`src/inc/ddc_pkg.sv`:
```
// Constants and types for the DDR controller calibration and ordering block.
`default_nettype none
package ddc_pkg;
    localparam int          CLK_HZ          = 25_000_000;
    localparam logic [3:0]  GUARD_RESET     = 4'h0;
    localparam logic [3:0]  AGE_MAX         = 4'hF;
    localparam int          LANES           = 4;
    localparam int          CS_NUM          = 2;
    localparam int          ZQCS_NS         = 360;
    localparam int          ZQCL_NS         = 1_440;
    localparam int          ZQCS_CYC        = (ZQCS_NS * 25 + 999) / 1000;
    localparam int          ZQCL_CYC        = (ZQCL_NS * 25 + 999) / 1000;
    localparam int          PERIOD_DEF      = 100_000;
    localparam logic [31:0] ONE32           = 32'h0000_0001;
    localparam logic [7:0]  LANE_ZERO       = 8'h00;

    typedef enum logic [2:0]
    {
        ZQ_IDLE = 3'b000,
        ZQ_CMD0 = 3'b001,
        ZQ_WAIT0 = 3'b010,
        ZQ_CMD1 = 3'b011,
        ZQ_WAIT1 = 3'b100
    } ddc_zq_state_t;

    typedef struct packed
    {
        logic       valid;
        logic       long_cal;
        logic [1:0] cs_sel;
    } ddc_zq_cmd_t;

    typedef struct packed
    {
        logic [LANES-1:0]        err;
        logic [LANES*8-1:0]      result;
    } ddc_wl_stat_t;
endpackage
`default_nettype wire

```
`src/hw/ddc_core.sv`:
```
// Calibration, reorder aging and write-level status logic of the controller.
`default_nettype none
module ddc_core
    import ddc_pkg::*;
#(
    parameter int PERIOD_CYC = PERIOD_DEF
)
(
    // Clock and reset.
    input  wire logic                 REF_CLK,
    input  wire logic                 RESETN,
    // Reorder aging.
    input  wire logic [3:0]           REORDER_GUARD_WR_DATA,
    input  wire logic                 REORDER_GUARD_WR,
    input  wire logic                 TXN_MAX_SCORE,
    input  wire logic                 TXN_SERVED,
    output logic [3:0]                REORDER_GUARD_COUNT,
    output logic                      TXN_TOP_PRIORITY,
    // ZQ calibration.
    input  wire logic                 ZQ_AUTO_DISABLE,
    input  wire logic                 ZQ_SW_REQ,
    input  wire logic                 ZQ_SW_LONG,
    input  wire logic [1:0]           ZQ_SW_CS,
    input  wire logic                 DUAL_CS,
    output ddc_pkg::ddc_zq_cmd_t      ZQ_CMD,
    output logic                      DATA_HOLD,
    // Power-up and memory clock enable.
    input  wire logic                 POWER_GOOD,
    input  wire logic                 CKE_REQ,
    output logic                      DRAM_CLOCK_ENABLE_OUT,
    // Write leveling.
    input  wire logic                 WL_START,
    input  wire logic                 WL_LANE_DONE,
    input  wire logic [1:0]           WL_LANE_IDX,
    input  wire logic [7:0]           WL_LANE_DELAY,
    input  wire logic                 WL_LANE_ERR,
    input  wire logic [LANES-1:0]     WL_LANE_USED,
    output ddc_pkg::ddc_wl_stat_t     WL_STATUS
);
    import ddc_pkg::*;

    ////////////////////////////////////////////////////////////////////////
    // Reset release and power-good synchroniser.
    logic [1:0] rst_sync_r;
    logic       rst_n;
    logic [2:0] pg_sync_r;
    logic       pg_stable_r;
    logic       pg_stable_nxt;

    always_ff @(posedge REF_CLK or negedge RESETN)
    begin
        if (!RESETN)
            rst_sync_r <= 2'h0;
        else
            rst_sync_r <= {rst_sync_r[0], 1'b1};
    end
    assign rst_n = rst_sync_r[1];

    always_comb
    begin
        pg_stable_nxt = pg_stable_r;
        if (pg_sync_r[2] == pg_sync_r[1])
            pg_stable_nxt = pg_sync_r[1];
    end

    always_ff @(posedge REF_CLK or negedge rst_n)
    begin
        if (!rst_n)
        begin
            pg_sync_r   <= 3'h0;
            pg_stable_r <= 1'b0;
        end
        else
        begin
            pg_sync_r   <= {pg_sync_r[1:0], POWER_GOOD};
            pg_stable_r <= pg_stable_nxt;
        end
    end

    ////////////////////////////////////////////////////////////////////////
    // Clock enable output: registered, held low until power is good.
    logic cke_r;
    logic cke_nxt;

    always_comb
    begin
        cke_nxt = pg_stable_r & CKE_REQ;
    end

    always_ff @(posedge REF_CLK or negedge rst_n)
    begin
        if (!rst_n)
            cke_r <= 1'b0;
        else
            cke_r <= cke_nxt;
    end
    assign DRAM_CLOCK_ENABLE_OUT = cke_r;

    ////////////////////////////////////////////////////////////////////////
    // Reorder guard count and aging.
    logic [3:0] guard_r;
    logic [3:0] guard_nxt;
    logic [3:0] age_r;
    logic [3:0] age_nxt;

    always_comb
    begin
        guard_nxt = guard_r;
        if (REORDER_GUARD_WR)
            guard_nxt = REORDER_GUARD_WR_DATA;
        age_nxt = age_r;
        if (TXN_SERVED || !TXN_MAX_SCORE)
            age_nxt = 4'h0;
        else if (age_r != AGE_MAX)
            age_nxt = age_r + 4'h1;
    end

    always_ff @(posedge REF_CLK or negedge rst_n)
    begin
        if (!rst_n)
        begin
            guard_r <= GUARD_RESET;
            age_r   <= 4'h0;
        end
        else
        begin
            guard_r <= guard_nxt;
            age_r   <= age_nxt;
        end
    end
    assign REORDER_GUARD_COUNT = guard_r;
    assign TXN_TOP_PRIORITY = TXN_MAX_SCORE && (age_r == AGE_MAX);

    ////////////////////////////////////////////////////////////////////////
    // ZQ calibration sequencer, one chip select at a time.
    ddc_zq_state_t zq_st_r;
    ddc_zq_state_t zq_st_nxt;
    logic [31:0]   per_r;
    logic [31:0]   per_nxt;
    logic [15:0]   wait_r;
    logic [15:0]   wait_nxt;
    logic          long_r;
    logic          long_nxt;
    logic [1:0]    mask_r;
    logic [1:0]    mask_nxt;
    ddc_zq_cmd_t   cmd_r;
    ddc_zq_cmd_t   cmd_nxt;

    function automatic logic [15:0] zq_len(input logic lng);
        zq_len = lng ? 16'(ZQCL_CYC) : 16'(ZQCS_CYC);
    endfunction

    always_comb
    begin
        zq_st_nxt = zq_st_r;
        per_nxt   = per_r;
        wait_nxt  = wait_r;
        long_nxt  = long_r;
        mask_nxt  = mask_r;
        cmd_nxt   = '0;
        if (!ZQ_AUTO_DISABLE && per_r != 32'h0)
            per_nxt = per_r - ONE32;
        case (zq_st_r)
            ZQ_IDLE:
            begin
                if (ZQ_SW_REQ)
                begin
                    long_nxt  = ZQ_SW_LONG;
                    mask_nxt  = ZQ_SW_CS;
                    zq_st_nxt = ZQ_CMD0;
                end
                else if (!ZQ_AUTO_DISABLE && per_r == 32'h0)
                begin
                    long_nxt  = 1'b0;
                    mask_nxt  = {DUAL_CS, 1'b1};
                    per_nxt   = 32'(PERIOD_CYC);
                    zq_st_nxt = ZQ_CMD0;
                end
            end
            ZQ_CMD0:
            begin
                if (mask_r[0])
                begin
                    cmd_nxt   = '{valid: 1'b1, long_cal: long_r,
                                  cs_sel: 2'h1};
                    wait_nxt  = zq_len(long_r);
                    zq_st_nxt = ZQ_WAIT0;
                end
                else
                    zq_st_nxt = ZQ_CMD1;
            end
            ZQ_WAIT0:
            begin
                wait_nxt = wait_r - 16'h1;
                if (wait_r <= 16'h1)
                    zq_st_nxt = ZQ_CMD1;
            end
            ZQ_CMD1:
            begin
                if (mask_r[1])
                begin
                    cmd_nxt   = '{valid: 1'b1, long_cal: long_r,
                                  cs_sel: 2'h2};
                    wait_nxt  = zq_len(long_r);
                    zq_st_nxt = ZQ_WAIT1;
                end
                else
                    zq_st_nxt = ZQ_IDLE;
            end
            ZQ_WAIT1:
            begin
                wait_nxt = wait_r - 16'h1;
                if (wait_r <= 16'h1)
                    zq_st_nxt = ZQ_IDLE;
            end
            default:
                zq_st_nxt = ZQ_IDLE;
        endcase
    end

    always_ff @(posedge REF_CLK or negedge rst_n)
    begin
        if (!rst_n)
        begin
            zq_st_r <= ZQ_IDLE;
            per_r   <= 32'h0;
            wait_r  <= 16'h0;
            long_r  <= 1'b0;
            mask_r  <= 2'h0;
            cmd_r   <= '0;
        end
        else
        begin
            zq_st_r <= zq_st_nxt;
            per_r   <= per_nxt;
            wait_r  <= wait_nxt;
            long_r  <= long_nxt;
            mask_r  <= mask_nxt;
            cmd_r   <= cmd_nxt;
        end
    end
    assign ZQ_CMD = cmd_r;
    assign DATA_HOLD = (zq_st_r != ZQ_IDLE);

    ////////////////////////////////////////////////////////////////////////
    // Write-leveling lane status.
    ddc_wl_stat_t wl_r;
    ddc_wl_stat_t wl_nxt;

    always_comb
    begin
        wl_nxt = wl_r;
        if (WL_START)
            wl_nxt = '0;
        else if (WL_LANE_DONE)
        begin
            if (WL_LANE_ERR || WL_LANE_DELAY == LANE_ZERO)
                wl_nxt.err[WL_LANE_IDX] = WL_LANE_USED[WL_LANE_IDX];
            wl_nxt.result[WL_LANE_IDX*8 +: 8] =
                WL_LANE_ERR ? LANE_ZERO : WL_LANE_DELAY;
        end
    end

    always_ff @(posedge REF_CLK or negedge rst_n)
    begin
        if (!rst_n)
            wl_r <= '0;
        else
            wl_r <= wl_nxt;
    end
    assign WL_STATUS = wl_r;
endmodule
`default_nettype wire

```
`config.mk`:
```
export PLATFORM = sky130hd
export DESIGN_NAME = ddc_core
export DESIGN_NICKNAME = d
export VERILOG_FILES = /design/src/inc/ddc_pkg.sv /design/src/hw/ddc_core.sv
export SDC_FILE = /design/constraint.sdc
export NUM_CORES = 1
export LEC_CHECK = 0
export BUFFER_PORTS_ARGS = -buffer_cell sky130_fd_sc_hd__buf_2
export CORE_MARGIN = 1
export CORE_UTILIZATION = 61
export DETAILED_ROUTE_END_ITERATION = 8
export PLACE_DENSITY = 0.84
export SLEW_MARGIN = 20
export SYNTH_ARGS = -nofsm -noshare
export SYNTH_HDL_FRONTEND = slang
export SYNTH_SLANG_ARGS = --single-unit
```
`constraint.sdc`:
```
create_clock -name REF_CLK -period 5.2 [get_ports REF_CLK]
set_clock_uncertainty 0.2 [all_clocks]
set_input_delay 0.78 -clock REF_CLK [delete_from_list [all_inputs] [get_ports REF_CLK]]
set_output_delay 0.78 -clock REF_CLK [all_outputs]
set_load 0.02 [all_outputs]
```
Word-level counts from Yosys, hierarchy flattened
Index checks and enable logic that the tools add are counted.

storage, ports and cells
  logic and storage cells = 95
  output and inout port bits = 47
  flip-flop bits (word level) = 109

cells by class
  eq/ne operators = 12
  $add $sub $neg = 4
  reduce and logical (&&, ||, !) cells = 23
  bitwise gates (word level) = 1
  shift-type cells = 2
  order comparisons = 3
  mux-type cells = 34

operators with widths
  operator                                                          number
  2-to-1 mux 32 bit                                                 4
  2-to-1 mux 36 bit                                                 2
  one-hot mux 16 bit (3 select lines)                               1
  negator 5 -> 34 bit                                               1
  variable shift 8 x 34 -> 32 bit (first input constant)            1
  variable part select 8 x 34 -> 32 bit                             1
  bitwise mux 32 bit                                                1
  zero test 32 bit                                                  1
  2-to-1 mux 16 bit                                                 2
  nonzero test 32 bit                                               1
  subtractor 32 x 1 -> 32 bit (second input constant)               1
  2-to-1 mux 4 bit                                                  5
  less-or-equal comparator 16 x 1 -> 1 bit (second input constant)  1
  subtractor 16 x 1 -> 16 bit (second input constant)               1
  2-to-1 mux 3 bit                                                  5
  one-hot mux 3 bit (5 select lines)                                1
  zero test 8 bit                                                   1
  2-to-1 mux 8 bit                                                  1
  inequality test 2 bit (second input constant)                     4
  one-hot mux 4 bit (2 select lines)                                1
  nonzero test 2 bit                                                4
  == test 3 x 2 -> 1 bit (second input constant)                    2
  2-to-1 mux 6 bit                                                  1
  AND reduction 3 bit                                               2
  other kinds (22)                                                  34

Logic depth before layout (Yosys ltp)
Gate-level depths: netlist of the first run.

  word-level depth = 8
  gate-level depth with buffers = 7

Least setup slack after synthesis of the first run
OpenSTA, ideal clock, no wires.

  kind = register -> register
  from = register per_r[2]
  to = register per_r[26]
  period minus slack after synthesis = 2572 ps
  path slack = 2628 ps
  stages on the path, launching flop included = 7
  setup time = 132 ps
  arrival = 2240 ps
  buffers on the path = 1
  required time = 4868 ps
  cell sequence = dfrtp_1 > or4_1 > buf_2 > or4_4 > o311ai_4 > nor3_1 > xor2_1

between the ends
  cells in the longest elaborated chain, start to end = 6

ends and longest elaborated chain
  item                                                                                 line             text
  start: declaration                                                                   ddc_core.sv:138  logic [31:0] per_r;
  start signal: assignment                                                             ddc_core.sv:235  per_r <= per_nxt;
  parallel branches: the longest is 5 deep, another holds subtractor 32 x 1 -> 32 bit  --
  2-to-1 mux 32 bit (*)                                                                ddc_core.sv:163  case (zq_st_r)
  via per_nxt[26]                                                                      ddc_core.sv:139  logic [31:0] per_nxt;

Mark *: on every way through the listed nets, which the timed path passes.
A chain may end at the register's enable or synchronous reset.

Worst setup path in the final report of the first run
  from = register per_r[2]
  to = register per_r[30]

Same word-level chain as after synthesis.

==> summary.md, run 1 <==
| Metric | Value |
|---|---|
| Status | complete, no violations |
| Area grow syn2layout | 13.7% |
| Filler Cell Count | 552 |
| Post-Route WL | between 10000 and 15000 µm |
| Leakage | 2.84 nW |
| Htree depth | 3 |
| Max clock buf depth | 2 |
| DRC Markers | 0 |
| Drt initial violations | 221 |
| Max-slew violation count | 0 |
| Register area | 2730 µm² |
| Total GRT Usage | 27.5% |
| Placed Instance Area | 5490 µm² |
| # resized after CTS | 0 |
| Number of port buffers | 80 |
| Final TNS setup | 0 ns |
| Pwr dens | 472 nW/µm² |
| Worst-Skew Late Latency | roughly 0.37 ns |
| ANT nets after route | 0 |
| Yosys cell types | 53 |
| Area occupied by multi-input gates | around 2200 µm² |
| Vias per cell | 6.06 |
| Starting Density | 63.8% |
| Clock tree from TritonCTS | built |
| Final Hold Viols | 0 |
| Largest net degree at the start of global routing | 63 |
| Seq pwr share | 47.2% |
| Main synth FF type | dfrtp_1 |
| First-pass GRT wire length | roughly 18000 µm |
| Slew headroom | 38.7% |
| Nets | 570 |
| Crit path DAT | 2.83 ns |
| Num CTS Buffers | 9 |
| Worst endpoint required time | 5.23 ns |
| Sw Pwr | 0.00108 W |
| Worst Setup Start Kind | flop |
| Internal Power | 0.00160 W |
| Hold Path Class | flop to async pin |
| Sink Count | 109 |
| Routability cong. | a little over 0.8 |
| # diodes | 0 |
| Max Cap Viol | 0 |
| Core Box Area | slightly below 8000 µm² |
| Die height | 92.6 µm |
| Initial antenna violation count | 0 |
| Critical path type | flop to flop |
| Clock power frac | 17.9% |
| Via count | around 3800 |
| Synth Instances | 448 |
| Period utilization | 53.8% |
| FF+latch count, synth | ~110 |
| Register area share after synthesis | 54.5% |
| Number of synthesized flops with an enable pin | 0 |
| Worst setup EP type | flop |
| IO Pins | 81 |
| Worst slew pin tran | between 0.9 and 1 ns |
| RSZ-0062 raised after global routing | false |
| CP Max Fanout | 10 |
| Hpwl dp | 7510 µm |
| Share of post-route cells with drive strength above 1 | 22.4% |
| Max Clk Rate | 358 MHz |
| Worst-path clk slew | about 0.1 ns |
| Worst IR Drop VDD | 0.000223 V |
| Combinational Power Share | between 30% and 40% |
| Site Rows | 32 |
| Switching share of total power | 40.3% |
| Pre-antenna DRT Iters | 4 |
| Mapped Area | 5000 µm² |
| FFs w/ async S/R, synth | 100% |
| Syn Nets | between 400 and 500 |
| Post-Layout Inst Area | ~5700 µm² |
| Gr ovfl total | 0 |
| Final min period | 2.80 ns |
| Root Driver | clkbuf_8 |
| Width of the chip | 92.6 µm |
| Wirelength per Cell | 16.9 µm |
| Die area | 8570 µm² |
| Vias in the first global route | 3964 |
| Syn Area/Cell | 11.2 µm² |
| Synth warn | 0 |
| Endpoints failing setup | 0 |
## critical path, cell delays in order (launching register included)
cell and delay, ns:
dfrtp_1 0.42, or4_1 0.65, or4_4 0.60, o311ai_4 0.49, nor4_1 0.13, xor2_1 0.17
## Yosys cell counts (all sizes together) (10+ instances only)
master  instances  share of area [%]
nand3b         10                1.5
a21oi          17                1.7
nor2           42                3.2
o21ai          11                1.1
xnor2          19                3.3
nand2          16                1.2
xor2           18                3.2
nor4           14                1.9
nor3           14                1.7
nand3          19                1.9
or4            10                1.6
clkbuf         14                1.1
inv            12               0.90
a22o           32                5.6
dfrtp         109                 55
## power by group through the flow
stage	Sequential [W]	Combinational (W)	Clock [W]
global route	0.00130	0.00105	0.000524
detailed placement	0.00128	0.000926	0
global placement	0.00126	0.000877	0
finish	0.00127	0.000938	0.000481
floorplan	0.00124	0.000725	0
CTS	0.00126	0.000935	0.000485
## cells by family (layout without fill, tap and decap cells)
kind of cell,after synthesis,count (layout),share of synthesized area [%]
xor+xnor,37,37,6.48
simple gates,172,172,19.7
compound gates,81,81,12.2
fa+ha+maj,10,10,2.45
buf+inv,27,111,2.05
mux,11,11,2.55
other cells,1,1,0.0749
flops,109,109,54.5
## per-stage QoR
stage	setup slack (ns)	utilization (%)	power (W)	hold WS, ns	std cells
after floorplan	1.74	-	0.00196	0.131	448
after global routing	2.24	72.5	0.00288	0.155	634
final	2.40	72.5	0.00269	0.125	634
after CTS	2.42	72.4	0.00268	0.145	634
after detailed placement	2.36	70.0	0.00220	0.135	617
after global placement	2.50	70.0	0.00214	0.138	617
## layout by cell type (no fill, tap or decap), drive strengths merged, types with 3 or more instances in the layout
cell      n
mux2      4
o21ai    11
or2       3
or4      10
nand2    16
nor2b     4
a21oi    17
buf      82
xor2     18
inv      14
nand4b    6
nand3    19
nor4     14
a21o      3
ha        9
dfrtp   109
nand2b    5
mux2i     6
nor2     42
xnor2    19
nand4     5
or3       3
nor3     14
nand3b   10
nor3b     4
a22o     32
and2      4
clkinv    3
and3      8
clkbuf   10
## flip-flops by register name, indices dropped and copies added (netlist names)
name	count
pg_sync_r	3
pg_stable_r	1
zq_st_r	3
per_r	32
long_r	1
wait_r	16
DRAM_CLOCK_ENABLE_OUT	1
REORDER_GUARD_COUNT	4
WL_STATUS	36
ZQ_CMD	4
age_r	4
rst_sync_r	2
mask_r	2
## cell type report
class	instances	area share [%]
clock buffer	10	2.42
timing repair buffer	83	7.48
sequential	109	48.0
inverter	12	0.792
tap	102	2.24
clock inverter	6	0.770
multi-input combinational	312	38.3
## repair_timing
| item | 4_1_cts | 5_1_grt |
|---|---|---|
| endpoints found under the hold margin | 2 | 0 |
| endpoints found under the setup margin | 0 | 0 |
| setup buffers | 0 | 0 |
| hold buffers | 1 | 0 |
## worst paths after layout
kind / end / slack [ns] / cells after the start / start
setup reg to reg: per_r[30] / 2.40 / 5 / per_r[2]
hold reg to reg: WL_STATUS[31] / 0.13 / 0 / rst_sync_r[1]
hold / removal: WL_STATUS[31] / 0.13 / 0 / rst_sync_r[1]
min in group REF_CLK: pg_sync_r[1] / 0.14 / 0 / pg_sync_r[0]
max in group asynchronous: pg_stable_r / 3.51 / 1 / rst_sync_r[1]
setup / recovery: per_r[30] / 2.40 / 5 / per_r[2]
## metal layers
layer,global-route usage [%],up-vias,share of wire [%]
li1,-,1784,-
met1,36.4,1916,43
met2,45.7,122,50
met3,5.67,19,4.8
met4,8.46,0,1.7
met5,0,-,0
Power figures use the tool's default switching activity.
==> run 2, diff against run 1 <==
- CORE_UTILIZATION: 61 -> 51
- PLACE_DENSITY: 0.84 -> 0.75
- clock period: 5.2 -> 2.3 ns (I/O delays scaled with it)
==> summary.md, run 2 (synthesis results as in run 1) <==
| Metric | Value |
|---|---|
| Worst slew pin tran | 0.549 ns (was 0.907 ns) |
| Die area | 10200 µm² (was 8570 µm²) |
| Share of post-route cells with drive strength above 1 | 32.3% (was 22.4%) |
| Final Hold Viols | 0 (unchanged) |
| Number of port buffers | 80 (unchanged) |
| Final min period | 2.43 ns (was 2.80 ns) |
| Metal2 WL | 5950 µm (was 5410 µm) |
| Max Cap Viol | 0 (unchanged) |
| Initial antenna violation count | 1 (was 0) |
| Gr ovfl total | 0 (unchanged) |
| Most common cell after layout, fill and taps aside | dfrtp_1 (unchanged) |
| Core Box Area | 9370 µm² (was 7850 µm²) |
| Max-slew violation count | 0 (unchanged) |
| Vias per cell | 5.58 (was 6.06) |
| # diodes | 0 (unchanged) |
| Min Hold Slack | 0.0263 ns (was 0.125 ns) |
| R2R setup slack | -0.13 ns (was 2.40 ns) |
| Hold Path Class | flop to async pin (unchanged) |
| CP Max Fanout | 10 (unchanged) |
| Failing checks | setup timing |
| Post-Route WL | 11800 µm (was 10700 µm) |
| Filler Cell Count | 711 (was 552) |
| Pre-antenna DRT Iters | 5 (was 4) |
| Root Driver | clkbuf_8 (unchanged) |
| Worst IR Drop VDD | 0.000603 V (was 0.000223 V) |
| Wirelength per Cell | 16.3 µm (was 16.9 µm) |
| Die height | 101 µm (was 92.6 µm) |
| Num CTS Buffers | 9 (unchanged) |
| Worst setup EP type | flop (unchanged) |
| Met3 WL | 627 µm (was 515 µm) |
| Period utilization | 106% (was 53.8%) |
| Max Clk Rate | 411 MHz (was 358 MHz) |
| First-pass GRT wire length | 19500 µm (was 18500 µm) |
| Leakage | 3.20 nW (was 2.84 nW) |
| Overall power | 0.00699 W (was 0.00269 W) |
| Sink Count | 109 (unchanged) |
| Worst-Skew Late Latency | 0.37 ns (about the same) |
| Most frequent cells in the layout | dfrtp_1 (108), buf_2 (80), buf_4 (56) (was dfrtp_1 (108), buf_2 (80), nor2_1 (42)) |
| Endpoints failing setup | 19 (was 0) |
| Fin worst setup slack | -0.132 ns (was 2.40 ns) |
| Starting Density | 53.4% (was 63.8%) |
| Slew headroom | 63.4% (was 38.7%) |
| M1 WL | 5100 µm (was 4630 µm) |
| Clock tree from TritonCTS | built (unchanged) |
| Status | complete, but fails checks (was complete, no violations) |
| Site Rows | 35 (was 32) |
| Total GRT Usage | 24.8% (was 27.5%) |
| Number of cells on the worst reg-to-reg path | 6 (was 5) |
| Final TNS setup | -1.45 ns (was 0 ns) |
| Width of the chip | 101 µm (was 92.6 µm) |
| Critical path type | flop to flop (unchanged) |
| Largest net degree at the start of global routing | 39 (was 63) |
| RSZ-0062 raised after global routing | true (was false) |
| Drt initial violations | 197 (was 221) |
| Hpwl dp | 8220 µm (was 7510 µm) |
| IO Pins | 81 (unchanged) |
| Vias in the first global route | 4057 (was 3964) |
| Pre-CTS setup slack | -0.193 ns (was 2.36 ns) |
| Uppermost routed layer | met5 (was met4) |
| Pwr dens | 1090 nW/µm² (was 472 nW/µm²) |
| Crit path DAT | 2.48 ns (was 2.83 ns) |
| Routability cong. | 0.860 (was 0.812) |
| Via count | 4054 (was 3841) |
| Worst-path clk slew | 0.10 ns (about the same) |
| Worst Setup Start Kind | flop (unchanged) |
| Max clock buf depth | 2 (unchanged) |
| DRC Markers | 0 (unchanged) |
| ANT nets after route | 0 (unchanged) |
| Max reg flops | 36 (unchanged) |
| Htree depth | 3 (unchanged) |
| Nets | 636 (was 570) |
| Worst endpoint required time | 2.35 ns (was 5.23 ns) |
| Area grow syn2layout | 28.2% (was 13.7%) |
[run 2: worst paths after layout]
| kind | from | to |
|---|---|---|
| max | per_r[4] | per_r[20] |
| min reg2reg | rst_sync_r[1] | WL_STATUS[29] |
| max reg2reg | per_r[4] | per_r[20] |
| min | rst_sync_r[1] | WL_STATUS[29] |
| min in group REF_CLK | ZQ_SW_LONG | long_r |
| max in group asynchronous | rst_sync_r[1] | wait_r[8] |
[run 2: layout make-up]
| class | count | area [µm²] | share of cell area, % |
|---|---|---|---|
| inverters | 12 | 45.0 | 0.702 |
| clock inverters | 2 | 17.5 | 0.273 |
| multi-input cells | 313 | 2330 | 36.4 |
| well taps | 129 | 161 | 2.52 |
| clock buffers | 14 | 163 | 2.54 |
| repair buffers | 148 | 965 | 15.0 |
| flip-flops and latches | 109 | 2730 | 42.6 |
[run 2: worst max-delay path, cell delays in order (launching register included)]
cell	delay, ns
dfrtp_1	0.39
or4_4	0.58
or4_4	0.46
o311ai_4	0.31
buf_12	0.17
nor4_2	0.05
xor2_1	0.15
[run 2: per-stage QoR]
step | area [µm²] | utilization (%) | instances
after detailed placement | 5960 | 63.6 | 698
after CTS | 6300 | 67.3 | 726
after global placement | 5960 | 63.6 | 698
final | 6410 | 68.5 | 727
after floorplan | 5020 | - | 448
after global routing | 6410 | 68.5 | 727
[run 2: metal layers]
layer / vias up / global-route usage, %
met3: 14 / 6.38
met2: 122 / 41.6
met5: - / 0
li1: 1926 / -
met1: 1990 / 31.6
met4: 2 / 7.58
[run 2: power by group]
| group | switching, W | total (W) | internal, W |
|---|---|---|---|
| combinational | 0.00168 | 0.00311 | 0.00143 |
| sequential | 0.000438 | 0.00280 | 0.00236 |
| clock | 0.000621 | 0.00108 | 0.000460 |
[run 2: timing repair]
action,CTS,global route
hold endpoints to repair,8,0
setup buffers,4,2
endpoints found under the setup margin,30,35
resized for setup,9,20
hold buffers,7,0
gates cloned,1,0
pin swaps,1,8
